$ cat src/slcm_pkg.sv
package slcm_pkg;

    // ****************************************************************
    // timing
    // ****************************************************************
    localparam int CLK_PERIOD_NS = 20;     // core clock, 50 MHz
    localparam int SCL_PERIOD_NS = 10000;  // standard-mode serial clock, 100 kbit/s
    // one serial bit is split into four equal quarters
    localparam int QUARTER_CYC   = SCL_PERIOD_NS / CLK_PERIOD_NS / 4;
    localparam logic [6:0] QCNT_MAX   = 7'(QUARTER_CYC - 1);
    // edges after reset release before the synchronised straps are trusted
    localparam logic [1:0] LATCH_WAIT = 2'h3;

    // ****************************************************************
    // strap pin vector layout
    // ****************************************************************
    localparam int STRAP_W = 10;
    localparam int SB_FIX0 = 0;  // also carries the suspend indicator
    localparam int SB_FIX1 = 1;
    localparam int SB_CHG  = 2;  // two bits, ports 1..2
    localparam int SB_MOFF = 4;  // two bits
    localparam int SB_POFF = 6;  // two bits
    localparam int SB_SEL0 = 8;
    localparam int SB_SEL1 = 9;

    // ****************************************************************
    // eeprom load
    // ****************************************************************
    localparam logic [6:0] EEPROM_ADDR = 7'h50;
    localparam logic [7:0] BOOT_REG    = 8'h00;
    localparam logic [7:0] BOOT_LEN    = 8'h01;
    // layout of the configuration byte read at boot
    localparam int CB_FIX  = 0;  // two bits, fixed-port mask
    localparam int CB_SUSP = 2;  // suspend indicator active low
    localparam int CB_CHG  = 3;  // two bits
    localparam int CB_OFF  = 5;  // two bits

    typedef enum logic [1:0] {OP_START, OP_STOP, OP_BYTE} slcm_op_t;

    typedef struct packed {
        logic       go;
        slcm_op_t   op;
        logic [7:0] data;
        logic       rx;    // receive a byte instead of sending
        logic       mack;  // master drives acknowledge after a received byte
    } slcm_req_t;

    typedef struct packed {
        logic       done;
        logic [7:0] rdata;
        logic       nack;       // slave did not acknowledge
        logic       sda_level;  // synchronised data line
    } slcm_rsp_t;

    typedef struct packed {
        logic [1:0] fixed;
        logic       susp_low;
        logic [1:0] charge;
        logic [1:0] lines_off;
    } slcm_cfg_t;

    // two-bit fixed-port strap to a per-port mask
    function automatic logic [1:0] decode_fixed(input logic [1:0] s);
        case (s)
            2'h0:    decode_fixed = 2'h0;
            2'h1:    decode_fixed = 2'h1;
            default: decode_fixed = 2'h3;
        endcase
    endfunction : decode_fixed

endpackage : slcm_pkg

$ cat src/slcm_bit_engine.sv
`timescale 1ns/1ps
module slcm_bit_engine
    import slcm_pkg::*;
(
    input  wire logic      clk,
    input  wire logic      rst_n,
    input  slcm_req_t      req,
    output slcm_rsp_t      rsp,
    input  wire logic      sda_in,
    output wire logic      sda_out,
    output wire logic      sda_oe,
    output wire logic      scl_out,
    output wire logic      scl_oe
);

    typedef enum {E_IDLE, E_RUN} slcm_est_t;

    typedef struct packed {
        slcm_est_t  st;
        slcm_op_t   op;
        logic [1:0] qtr;
        logic [6:0] cnt;
        logic [3:0] bitn;
        logic [7:0] sh;
        logic       rx;
        logic       mack;
        logic       scl_oe;
        logic       sda_oe;
        logic       done;
        logic       nack;
        logic       s1;
        logic       s2;
    } slcm_eng_t;

    slcm_eng_t q, d;

    // ****************************************************************
    // quarter-bit sequencer
    // ****************************************************************
    always_comb begin
        d      = q;
        d.done = 1'b0;
        d.s1   = sda_in;   // first stage seen only by s2
        d.s2   = q.s1;
        case (q.st)
            E_IDLE: begin
                if (req.go) begin
                    d.st   = E_RUN;
                    d.op   = req.op;
                    d.sh   = req.data;
                    d.rx   = req.rx;
                    d.mack = req.mack;
                    d.qtr  = 2'h0;
                    d.cnt  = 7'h00;
                    d.bitn = 4'h0;
                    d.nack = 1'b0;
                end
            end
            E_RUN: begin
                d.cnt = q.cnt + 7'h01;
                if (q.cnt == QCNT_MAX) begin
                    d.cnt = 7'h00;
                    d.qtr = q.qtr + 2'h1;
                    case (q.op)
                        // release data, raise clock, pull data low, pull clock low
                        OP_START: begin
                            case (q.qtr)
                                2'h0:    d.sda_oe = 1'b0;
                                2'h1:    d.scl_oe = 1'b0;
                                2'h2:    d.sda_oe = 1'b1;
                                default: begin
                                    d.scl_oe = 1'b1;
                                    d.done   = 1'b1;
                                    d.st     = E_IDLE;
                                end
                            endcase
                        end
                        // data low under low clock, raise clock, then release data
                        OP_STOP: begin
                            case (q.qtr)
                                2'h0: begin
                                    d.scl_oe = 1'b1;
                                    d.sda_oe = 1'b1;
                                end
                                2'h1:    d.scl_oe = 1'b0;
                                2'h2:    d.sda_oe = 1'b0;
                                default: begin
                                    d.done = 1'b1;
                                    d.st   = E_IDLE;
                                end
                            endcase
                        end
                        default: begin
                            case (q.qtr)
                                2'h0: begin
                                    // data changes only while the clock is low
                                    if (q.bitn < 4'h8)
                                        d.sda_oe = q.rx ? 1'b0 : ~q.sh[7];
                                    else
                                        d.sda_oe = q.rx ? q.mack : 1'b0;
                                end
                                2'h1: d.scl_oe = 1'b0;
                                2'h2: begin
                                    if (q.bitn < 4'h8)
                                        d.sh = {q.sh[6:0], q.s2};
                                    else
                                        d.nack = q.s2;
                                end
                                default: begin
                                    d.scl_oe = 1'b1;
                                    d.bitn   = q.bitn + 4'h1;
                                    if (q.bitn == 4'h8) begin
                                        d.done = 1'b1;
                                        d.st   = E_IDLE;
                                    end
                                end
                            endcase
                        end
                    endcase
                end
            end
            default: d.st = E_IDLE;
        endcase
    end

    always_ff @(posedge clk or negedge rst_n) begin
        if (!rst_n) begin
            q <= '{st: E_IDLE, op: OP_START, default: '0};
        end else begin
            q <= d;
        end
    end

    // open-drain lines: only ever pulled low
    assign sda_out       = 1'b0;
    assign scl_out       = 1'b0;
    assign sda_oe        = q.sda_oe;
    assign scl_oe        = q.scl_oe;
    assign rsp.done      = q.done;
    assign rsp.rdata     = q.sh;
    assign rsp.nack      = q.nack;
    assign rsp.sda_level = q.s2;

endmodule : slcm_bit_engine

$ cat src/slcm_strap_loader.sv
`timescale 1ns/1ps
// Notes on behaviour
// - straps float during reset, sampled at release and held as defaults
// - after latching, shared strap pins are driven as normal outputs
// - fixed-port strap: 0 none, 1 port 1, 2 or 3 both ports
// - strap bit 0 low gives active-high suspend indicator, high gives active-low
// - with local power detect, port fixedness comes only from internal settings
// - high charge strap makes that port advertise charging, low does not
// - port lines off only when both minus and plus off straps are high
// - serial master runs 100 kbit/s standard mode, 7-bit address, no extensions
// - master makes the clock, start and stop, and picks transfer direction
// - write: address, register byte, then data; register advances per acked byte
// - a sequential write ends with a stop
// - reads first set the register with a write phase; each byte advances it
// - every read byte acknowledged except the last, which gets a not-acknowledge
// - write phase ended by stop gives a fresh start, else a repeated start
// - data line high and both select straps high: load from eeprom, ignore straps
module slcm_strap_loader
    import slcm_pkg::*;
(
    input  wire logic               clk,
    input  wire logic               rst_n,
    // shared strap pins
    input  wire logic [STRAP_W-1:0] strap_in,
    output logic      [STRAP_W-1:0] strap_out,
    output logic      [STRAP_W-1:0] strap_oe,
    input  wire logic [STRAP_W-1:0] func_out,
    input  wire logic               suspend_req,
    output logic                    suspend_indicator_out,
    // port feature results
    input  wire logic               local_power_detect,
    input  wire logic [1:0]         local_fixed_port,
    output logic      [1:0]         port_fixed,
    output logic                    suspend_active_low,
    output logic      [1:0]         charge_enable,
    output logic      [1:0]         port_lines_off,
    output logic                    straps_latched,
    output logic                    eeprom_mode,
    output logic                    load_done,
    // command port
    input  wire logic               cmd_valid,
    output logic                    cmd_ready,
    input  wire logic               cmd_write,
    input  wire logic [7:0]         cmd_reg,
    input  wire logic [7:0]         cmd_len,
    input  wire logic               cmd_stop_between,
    input  wire logic               wr_valid,
    input  wire logic [7:0]         wr_data,
    output logic                    wr_ready,
    output logic                    rd_valid,
    output logic      [7:0]         rd_data,
    output logic      [7:0]         rd_reg,
    output logic                    busy,
    output logic                    nack_err,
    // two-wire link
    input  wire logic               sda_in,
    output wire logic               sda_out,
    output wire logic               sda_oe,
    output wire logic               scl_out,
    output wire logic               scl_oe
);

    typedef enum {M_WAIT, M_IDLE, M_START, M_ADDR_W, M_REG, M_WDATA, M_MID_STOP,
                  M_RSTART, M_ADDR_R, M_RDATA, M_STOP} slcm_mst_t;

    typedef struct packed {
        slcm_mst_t          st;
        logic [1:0]         wait_cnt;
        logic [STRAP_W-1:0] s1;
        logic [STRAP_W-1:0] s2;
        logic               lp1;
        logic               lp2;
        logic               latched;
        logic               boot;
        logic               eeprom;
        slcm_cfg_t          cfg;
        logic [1:0]         fixed_out;
        logic [STRAP_W-1:0] pin_out;
        logic               susp_out;
        logic               pend;
        logic               write;
        logic               stop_mid;
        logic [7:0]         reg_addr;
        logic [7:0]         len;
        logic               rd_valid;
        logic [7:0]         rd_data;
        logic [7:0]         rd_reg;
        logic               nack_err;
        logic               load_done;
    } slcm_top_t;

    slcm_top_t q, d;
    slcm_req_t req;
    slcm_rsp_t rsp;
    logic      taking;

    // ****************************************************************
    // strap capture, pin drive and transaction sequencer
    // ****************************************************************
    always_comb begin
        d          = q;
        d.rd_valid = 1'b0;
        d.s1       = strap_in;
        d.s2       = q.s1;
        d.lp1      = local_power_detect;
        d.lp2      = q.lp1;
        req        = '{go: 1'b0, op: OP_START, default: '0};
        taking     = 1'b0;
        // local power detect overrides the fixed-port straps
        d.fixed_out = q.lp2 ? local_fixed_port : q.cfg.fixed;
        // indicator level follows the latched polarity
        d.susp_out  = suspend_req ^ q.cfg.susp_low;
        d.pin_out   = func_out;
        d.pin_out[SB_FIX0] = d.susp_out;
        case (q.st)
            M_WAIT: begin
                // pins are released here; sample once the synchronisers have settled
                d.wait_cnt = q.wait_cnt + 2'h1;
                if (q.wait_cnt == LATCH_WAIT) begin
                    d.latched = 1'b1;
                    if (rsp.sda_level && q.s2[SB_SEL0] && q.s2[SB_SEL1]) begin
                        // eeprom decides; straps other than select are ignored
                        d.eeprom   = 1'b1;
                        d.boot     = 1'b1;
                        d.write    = 1'b0;
                        d.stop_mid = 1'b0;
                        d.reg_addr = BOOT_REG;
                        d.len      = BOOT_LEN;
                        d.st       = M_START;
                    end else begin
                        d.cfg.fixed     = decode_fixed(q.s2[SB_FIX1:SB_FIX0]);
                        d.cfg.susp_low  = q.s2[SB_FIX0];
                        d.cfg.charge    = q.s2[SB_CHG+1:SB_CHG];
                        d.cfg.lines_off = q.s2[SB_MOFF+1:SB_MOFF]
                                        & q.s2[SB_POFF+1:SB_POFF];
                        d.st            = M_IDLE;
                    end
                end
            end
            M_IDLE: begin
                if (cmd_valid) begin
                    d.write    = cmd_write;
                    d.stop_mid = cmd_stop_between;
                    d.reg_addr = cmd_reg;
                    d.len      = cmd_len;
                    d.nack_err = 1'b0;
                    d.st       = M_START;
                end
            end
            M_START, M_RSTART: begin
                req.op = OP_START;
                req.go = ~q.pend;
                if (rsp.done)
                    d.st = (q.st == M_START) ? M_ADDR_W : M_ADDR_R;
            end
            M_ADDR_W, M_REG, M_ADDR_R: begin
                // direction bit chosen by the master for each phase
                req.op   = OP_BYTE;
                req.go   = ~q.pend;
                req.data = (q.st == M_REG)    ? q.reg_addr :
                           (q.st == M_ADDR_W) ? {EEPROM_ADDR, 1'b0}
                                              : {EEPROM_ADDR, 1'b1};
                if (rsp.done) begin
                    if (rsp.nack) begin
                        d.nack_err = 1'b1;
                        d.st       = M_STOP;
                    end else if (q.st == M_ADDR_W) begin
                        d.st = M_REG;
                    end else if (q.st == M_REG) begin
                        // read transfers set the register with this write phase
                        d.st = q.write    ? M_WDATA :
                               q.stop_mid ? M_MID_STOP : M_RSTART;
                    end else begin
                        d.st = (q.len == 8'h00) ? M_STOP : M_RDATA;
                    end
                end
            end
            M_WDATA: begin
                req.op   = OP_BYTE;
                req.data = wr_data;
                if (q.len == 8'h00) begin
                    d.st = M_STOP;
                end else if (!q.pend && wr_valid) begin
                    req.go = 1'b1;
                    taking = 1'b1;
                end
                if (rsp.done) begin
                    if (rsp.nack) begin
                        d.nack_err = 1'b1;
                        d.st       = M_STOP;
                    end else begin
                        d.reg_addr = q.reg_addr + 8'h01;
                        d.len      = q.len - 8'h01;
                    end
                end
            end
            M_MID_STOP: begin
                // stop closes the address phase; a fresh start follows
                req.op = OP_STOP;
                req.go = ~q.pend;
                if (rsp.done)
                    d.st = M_RSTART;
            end
            M_RDATA: begin
                req.op   = OP_BYTE;
                req.rx   = 1'b1;
                req.mack = (q.len != 8'h01);
                req.go   = ~q.pend;
                if (rsp.done) begin
                    d.rd_valid = 1'b1;
                    d.rd_data  = rsp.rdata;
                    d.rd_reg   = q.reg_addr;
                    if (q.boot && q.reg_addr == BOOT_REG) begin
                        d.cfg.fixed     = rsp.rdata[CB_FIX+1:CB_FIX];
                        d.cfg.susp_low  = rsp.rdata[CB_SUSP];
                        d.cfg.charge    = rsp.rdata[CB_CHG+1:CB_CHG];
                        d.cfg.lines_off = rsp.rdata[CB_OFF+1:CB_OFF];
                    end
                    d.reg_addr = q.reg_addr + 8'h01;
                    d.len      = q.len - 8'h01;
                    if (q.len == 8'h01)
                        d.st = M_STOP;
                end
            end
            M_STOP: begin
                req.op = OP_STOP;
                req.go = ~q.pend;
                if (rsp.done) begin
                    d.st = M_IDLE;
                    if (q.boot) begin
                        d.boot      = 1'b0;
                        d.load_done = 1'b1;
                    end
                end
            end
            default: d.st = M_IDLE;
        endcase
        // one engine operation in flight at a time
        if (req.go)
            d.pend = 1'b1;
        if (rsp.done)
            d.pend = 1'b0;
    end

    // reset loads constants only; strap values arrive through the sampler
    always_ff @(posedge clk or negedge rst_n) begin
        if (!rst_n) begin
            q <= '{st: M_WAIT, cfg: '0, default: '0};
        end else begin
            q <= d;
        end
    end

    // ****************************************************************
    // serial bit engine
    // ****************************************************************
    slcm_bit_engine u_engine (
        .clk     (clk),
        .rst_n   (rst_n),
        .req     (req),
        .rsp     (rsp),
        .sda_in  (sda_in),
        .sda_out (sda_out),
        .sda_oe  (sda_oe),
        .scl_out (scl_out),
        .scl_oe  (scl_oe)
    );

    // ****************************************************************
    // outputs
    // ****************************************************************
    // pins float until latched, then drive; after that cfg changes only when the eeprom boot byte is read
    assign strap_oe              = {STRAP_W{q.latched}};
    assign strap_out             = q.pin_out;
    assign suspend_indicator_out = q.susp_out;
    assign port_fixed            = q.fixed_out;
    assign suspend_active_low    = q.cfg.susp_low;
    assign charge_enable         = q.cfg.charge;
    assign port_lines_off        = q.cfg.lines_off;
    assign straps_latched        = q.latched;
    assign eeprom_mode           = q.eeprom;
    assign load_done             = q.load_done;
    assign cmd_ready             = (q.st == M_IDLE);
    assign wr_ready              = taking;
    assign rd_valid              = q.rd_valid;
    assign rd_data               = q.rd_data;
    assign rd_reg                = q.rd_reg;
    assign busy                  = (q.st != M_IDLE);
    assign nack_err              = q.nack_err;

endmodule : slcm_strap_loader

$ cat config.mk
export PLATFORM = sky130hd
export DESIGN_NAME = slcm_strap_loader
export DESIGN_NICKNAME = d
export VERILOG_FILES = /design/src/slcm_pkg.sv /design/src/slcm_bit_engine.sv /design/src/slcm_strap_loader.sv
export SDC_FILE = /design/constraint.sdc
export NUM_CORES = 1
export LEC_CHECK = 0
export BUFFER_PORTS_ARGS = -buffer_cell sky130_fd_sc_hd__buf_2
export CAP_MARGIN = 20
export CORE_MARGIN = 8
export CORE_UTILIZATION = 49
export CTS_BUF_LIST = sky130_fd_sc_hd__clkbuf_2 sky130_fd_sc_hd__clkbuf_4 sky130_fd_sc_hd__clkbuf_8
export DETAILED_ROUTE_END_ITERATION = 8
export GPL_TIMING_DRIVEN = 0
export PLACE_DENSITY = 0.68
export SLEW_MARGIN = 15
export SYNTH_ARGS = -nofsm -noshare
export SYNTH_HDL_FRONTEND = slang
export SYNTH_SLANG_ARGS = --single-unit
$ cat constraint.sdc
create_clock -name clk -period 3 [get_ports clk]
set_clock_uncertainty 0.2 [all_clocks]
set_input_delay 0.15 -clock clk [delete_from_list [all_inputs] [get_ports clk]]
set_output_delay 0.15 -clock clk [all_outputs]
set_load 0.02 [all_outputs]
==> results.md <==
STA:
- The count of endpoints failing hold in the final timing report came to 0.
- In this run the tightest slew margin relative to its limit is 53.6%.
- Across all setup checks in the final design, the least slack found is 0.0579 ns.
- For the final routed database, the setup TNS stands at 0 ns.
- Setup repair after global routing could not meet its margin everywhere.
- The period utilization is 98.1%.
- The number of pins exceeding their max-slew limit in the final report was 0.
- Derived from the worst setup path, the maximum achievable clock frequency is 340 MHz.
- The final critical path time including I/O delays and setup is 2.94 ns.
- The slew at the pin with the worst max-slew slack is 0.693 ns.
- The final-report setup violation count is 0.

Detailed routing:
- For this block, the routed nets add up to 19.4 mm of wire.
- The wire length per cell is 18.4 um.
- Dividing the detail-routed via count by the number of cells gives 5.51.
- In this run the remaining antenna-violating nets after routing total 0.
- For this run, the detailed router's first-pass iteration total came to 7.
- The number of vias after detailed routing is 5823.
- The total DRC errors in the routed layout is 0.
- The number of DRC violations after detailed-routing iteration 0 is 516.

Clocking:
- The total number of H-tree levels is 4.
- The clock passes through at most 2 buffers.
- TritonCTS built the clock tree.
- The clock buffer count from CTS is 17.
- The root buffer cell chosen for the clock tree is sky130_fd_sc_hd__clkbuf_8.
- The clock-pin slew on the worst setup and hold paths is 0.09 ns.
- The worst-skew pair later-pin latency is 0.46 ns.
- The number of clock sinks is 148.

Logic synthesis:
- The largest total area in the synthesized netlist belongs to sky130_fd_sc_hd__dfrtp_1.
- By area the synthesized netlist is led by sky130_fd_sc_hd__dfrtp_1 53%, sky130_fd_sc_hd__buf_4 4.8%, sky130_fd_sc_hd__mux2_2 4.8%.
- The most used flip-flop cell after synthesis is sky130_fd_sc_hd__dfrtp_1.
- The number of instances in the synthesized netlist is 645.
- Dividing the synthesized area by the synthesized cell count gives 10.8 um2.
- After synthesis, the largest area contributor takes up 53.1% of total cell area.
- The post-synthesis instance area is 0.00697 mm2.
- The number of synthesized flops with an enable pin is 0.
- The async set-or-reset flop fraction in the synthesized netlist is 100%.
- The Yosys step of the flow raised 0 warnings.
- The sequential fraction of the synthesis area is 53.1%.
- The count of different cell masters after synthesis is 75.
- The flop and latch count out of synthesis is 148.

Worst setup path:
- STA classifies the critical path endpoint as a primary output.
- The startpoint of the worst setup timing path is q[94]$_DFFE_PN0P_.
- The maximum single-stage delay on the critical path is 0.54 ns.
- The largest fanout of any net on the critical path is 10.
- Data on the critical path arrives at its endpoint at 2.59 ns.
- The critical path is of the flop to primary output type.
- The end of the worst register-to-register path is rd_data[5]$_DFFE_PN0P_.
- The most critical setup path has its endpoint at busy.
- Walking the worst path, the cells encountered are or4_4, or3_4, or2_4, buf_8, nor3_4, inv_1, buf_2.
- On the critical path the largest part of the delay comes from simple AND/OR/NAND/NOR gates.
- The worst setup path is launched from a flop.
- The flop-to-flop setup slack is 0.07 ns.
- The required time at the endpoint of the critical path is 2.65 ns.
- The startpoint of the worst register-to-register path is q[115]$_DFFE_PN0P_.
- The slowest library cell on the worst path is sky130_fd_sc_hd__or4_4.
- For the worst flop-to-flop path, the logic depth is 7.
- Counting buffers and inverters, the worst setup path is 7 cells deep.
- The critical path buffer and inverter count is 3.

Floorplan:
- After floorplanning, the core was divided into 43 placement rows.
- Measured along the x axis, the die boundary spans 135 um.
- The effective utilization at floorplan is 50.2%.
- The floorplan step defined a die boundary enclosing 0.0183 mm2.
- The area of the placeable core is 0.0139 mm2.
- The count of boundary I/O pins is 111.
- The die is 135 um tall.

Placed design:
- Before CTS, the worst setup slack after placement is -0.645 ns.
- The instance count after placement with tap cells included is 962.
- The number of buffer cells added on primary ports is 107.
- After legalization and detailed placement, the total HPWL measured 13.6 mm.
- Routability-driven placement finished with a final weighted congestion of 0.896.

Power:
- The areal power density over the cells is 423 mW/mm2.
- The total power after layout is 3.81 mW.
- The static leakage is 4.31 nW.
- The worst IR drop on VDD is 0.354 mV.

Final layout:
- Leaving out filler cells and counting taps, the final layout contains 1057.
- The count of nets after finishing is 933.
- The number of antenna cells inserted is 0.
- In the final layout, the share of cells above drive strength 1 is 30.7%.
- The largest registers in the layout are q x67, u_engine.q x18.
- q holds more flip-flops than any other register.
- The area added between synthesis and finish is 29.4%.
- The register with the most flip-flops in the layout has 67 of them.

Outcome:
- The run finished with clean final reports.

Global routing:
- The first-pass GRT wire length is 31.4 mm.
- The aggregate global-route resource usage is 21.9%.
- The total overflow reported by the global router is 0.
- Entering global routing, the biggest net connects 79 pins.
- The number of antenna violations at the first check in global routing is 0.
- The via count of the first global-routing pass is 5936.

Min path:
- The tightest min-delay check is of the primary input to async pin type.

Run:
- The tool flagged a number of max-cap violations equal to 0.
==> layout make-up <==
| class | instances | area (um2) |
|---|---|---|
| clock buffer | 18 | 248 |
| inverter | 24 | 90.1 |
| timing repair buffer | 173 | 1190 |
| tap | 180 | 225 |
| sequential | 148 | 3700 |
| clock inverter | 14 | 144 |
| buffer | 69 | 447 |
| fill | 1145 | 4860 |
| multi-input combinational | 431 | 2970 |
==> Yosys cell counts (5+ instances only) <==
cell type                    n
sky130_fd_sc_hd__nand4_1     9
sky130_fd_sc_hd__o21ai_0    31
sky130_fd_sc_hd__and3_1      9
sky130_fd_sc_hd__a22oi_1     6
sky130_fd_sc_hd__mux2_2     30
sky130_fd_sc_hd__nor2_1     38
sky130_fd_sc_hd__clkbuf_1   19
sky130_fd_sc_hd__nor4_1      9
sky130_fd_sc_hd__nand2b_1    6
sky130_fd_sc_hd__nand3_1    16
sky130_fd_sc_hd__ha_1       14
sky130_fd_sc_hd__nand3b_1    9
sky130_fd_sc_hd__dfrtp_1   148
sky130_fd_sc_hd__buf_4      45
sky130_fd_sc_hd__nand2_1    55
sky130_fd_sc_hd__buf_2       5
sky130_fd_sc_hd__nor3_1     11
sky130_fd_sc_hd__a21o_1      6
sky130_fd_sc_hd__a31oi_1    12
sky130_fd_sc_hd__a21oi_1    23
sky130_fd_sc_hd__inv_1      24
sky130_fd_sc_hd__or4_1       5
sky130_fd_sc_hd__a22o_1      8
sky130_fd_sc_hd__o31ai_1    11
==> layout by cell type (no fill, tap or decap), types with 5 or more instances in the layout <==
cell type,netlist,layout
sky130_fd_sc_hd__nand4_1,9,9
sky130_fd_sc_hd__conb_1,1,30
sky130_fd_sc_hd__buf_2,5,108
sky130_fd_sc_hd__ha_1,14,14
sky130_fd_sc_hd__nand2_1,55,55
sky130_fd_sc_hd__nor4_1,9,5
sky130_fd_sc_hd__clkinv_4,0,5
sky130_fd_sc_hd__a21o_1,6,6
sky130_fd_sc_hd__nand3b_1,9,9
sky130_fd_sc_hd__clkbuf_1,19,15
sky130_fd_sc_hd__o31ai_1,11,11
sky130_fd_sc_hd__dlygate4sd3_1,0,49
sky130_fd_sc_hd__buf_4,45,63
sky130_fd_sc_hd__a22o_1,8,8
sky130_fd_sc_hd__and3_1,9,9
sky130_fd_sc_hd__inv_1,24,24
sky130_fd_sc_hd__a22oi_1,6,6
sky130_fd_sc_hd__clkbuf_8,0,18
sky130_fd_sc_hd__mux2_2,30,30
sky130_fd_sc_hd__a31oi_1,12,12
sky130_fd_sc_hd__o21ai_0,31,31
sky130_fd_sc_hd__nand3_1,16,16
sky130_fd_sc_hd__nor2_1,38,38
sky130_fd_sc_hd__dfrtp_1,148,148
sky130_fd_sc_hd__nor3_1,11,10
sky130_fd_sc_hd__nand2b_1,6,6
sky130_fd_sc_hd__a21oi_1,23,21
==> per-layer routing <==
layer	wire, um	part of all wire, %	global-route usage (%)
met1	8260	43	27.7
met2	9880	51	36.5
met3	937	4.8	4.45
met4	361	1.9	8.14
met5	0	0	0
==> power breakdown <==
group | leakage, nW | switching, mW | total, mW | internal, mW
clock network | 0.198 | 0.830 | 1.53 | 0.702
logic | 2.30 | 0.107 | 0.212 | 0.105
registers | 1.81 | 0.0246 | 2.07 | 2.04
total | 4.31 | 0.961 | 3.81 | 2.85
==> metrics by stage <==
stage                     util [%]  instance area [um2]  hold slack, ns
after floorplan                  -                 7090          -0.346
after global placement        56.5                 7850          0.0574
after detailed placement      56.8                 7880         -0.0417
after CTS                     64.3                 8930          0.0249
after global routing          65.0                 9020          0.0651
final                         65.0                 9020          0.0450
==> cells by family after synthesis <==
kind of cell	count (synthesis)	share of synthesized area (%)
and+or+nand+nor	205	15.9
DFF	148	53.1
AOI/OAI and AO/OA	144	14.7
buffers and inverters	95	7.74
muxes	34	5.42
adders and majority gates	14	2.51
xor gates and xnor gates	4	0.502
other	1	0.0538
==> timing repair <==
action / CTS / global route
buffers inserted: 11 / 5
pin swaps: 9 / 3
hold endpoints to repair: 196 / 0
resized for setup: 17 / 13
setup endpoints to repair: 55 / 36
hold buffers: 49 / 0
gates cloned: 0 / 0
==> worst min path at each step <==
stage | startpoint | end | slack [ns] | cells past startpoint
4_1_cts | wr_data[1] | u_engine.rsp[3]$_DFFE_PN0P_ | 0.02 | 5
2_1_floorplan | rst_n | charge_enable[0]$_DFFE_PN0P_ | -0.35 | 0
5_1_grt | wr_data[2] | u_engine.rsp[4]$_DFFE_PN0P_ | 0.07 | 5
3_5_place_dp | rst_n | q[108]$_DFFE_PN0P_ | -0.04 | 1
6_report | rst_n | q[105]$_DFFE_PN0P_ | 0.04 | 2
3_3_place_gp | local_power_detect | d[61]$_DFF_PN0_ | 0.06 | 1
Note: power is estimated with default switching activity, not from simulation.
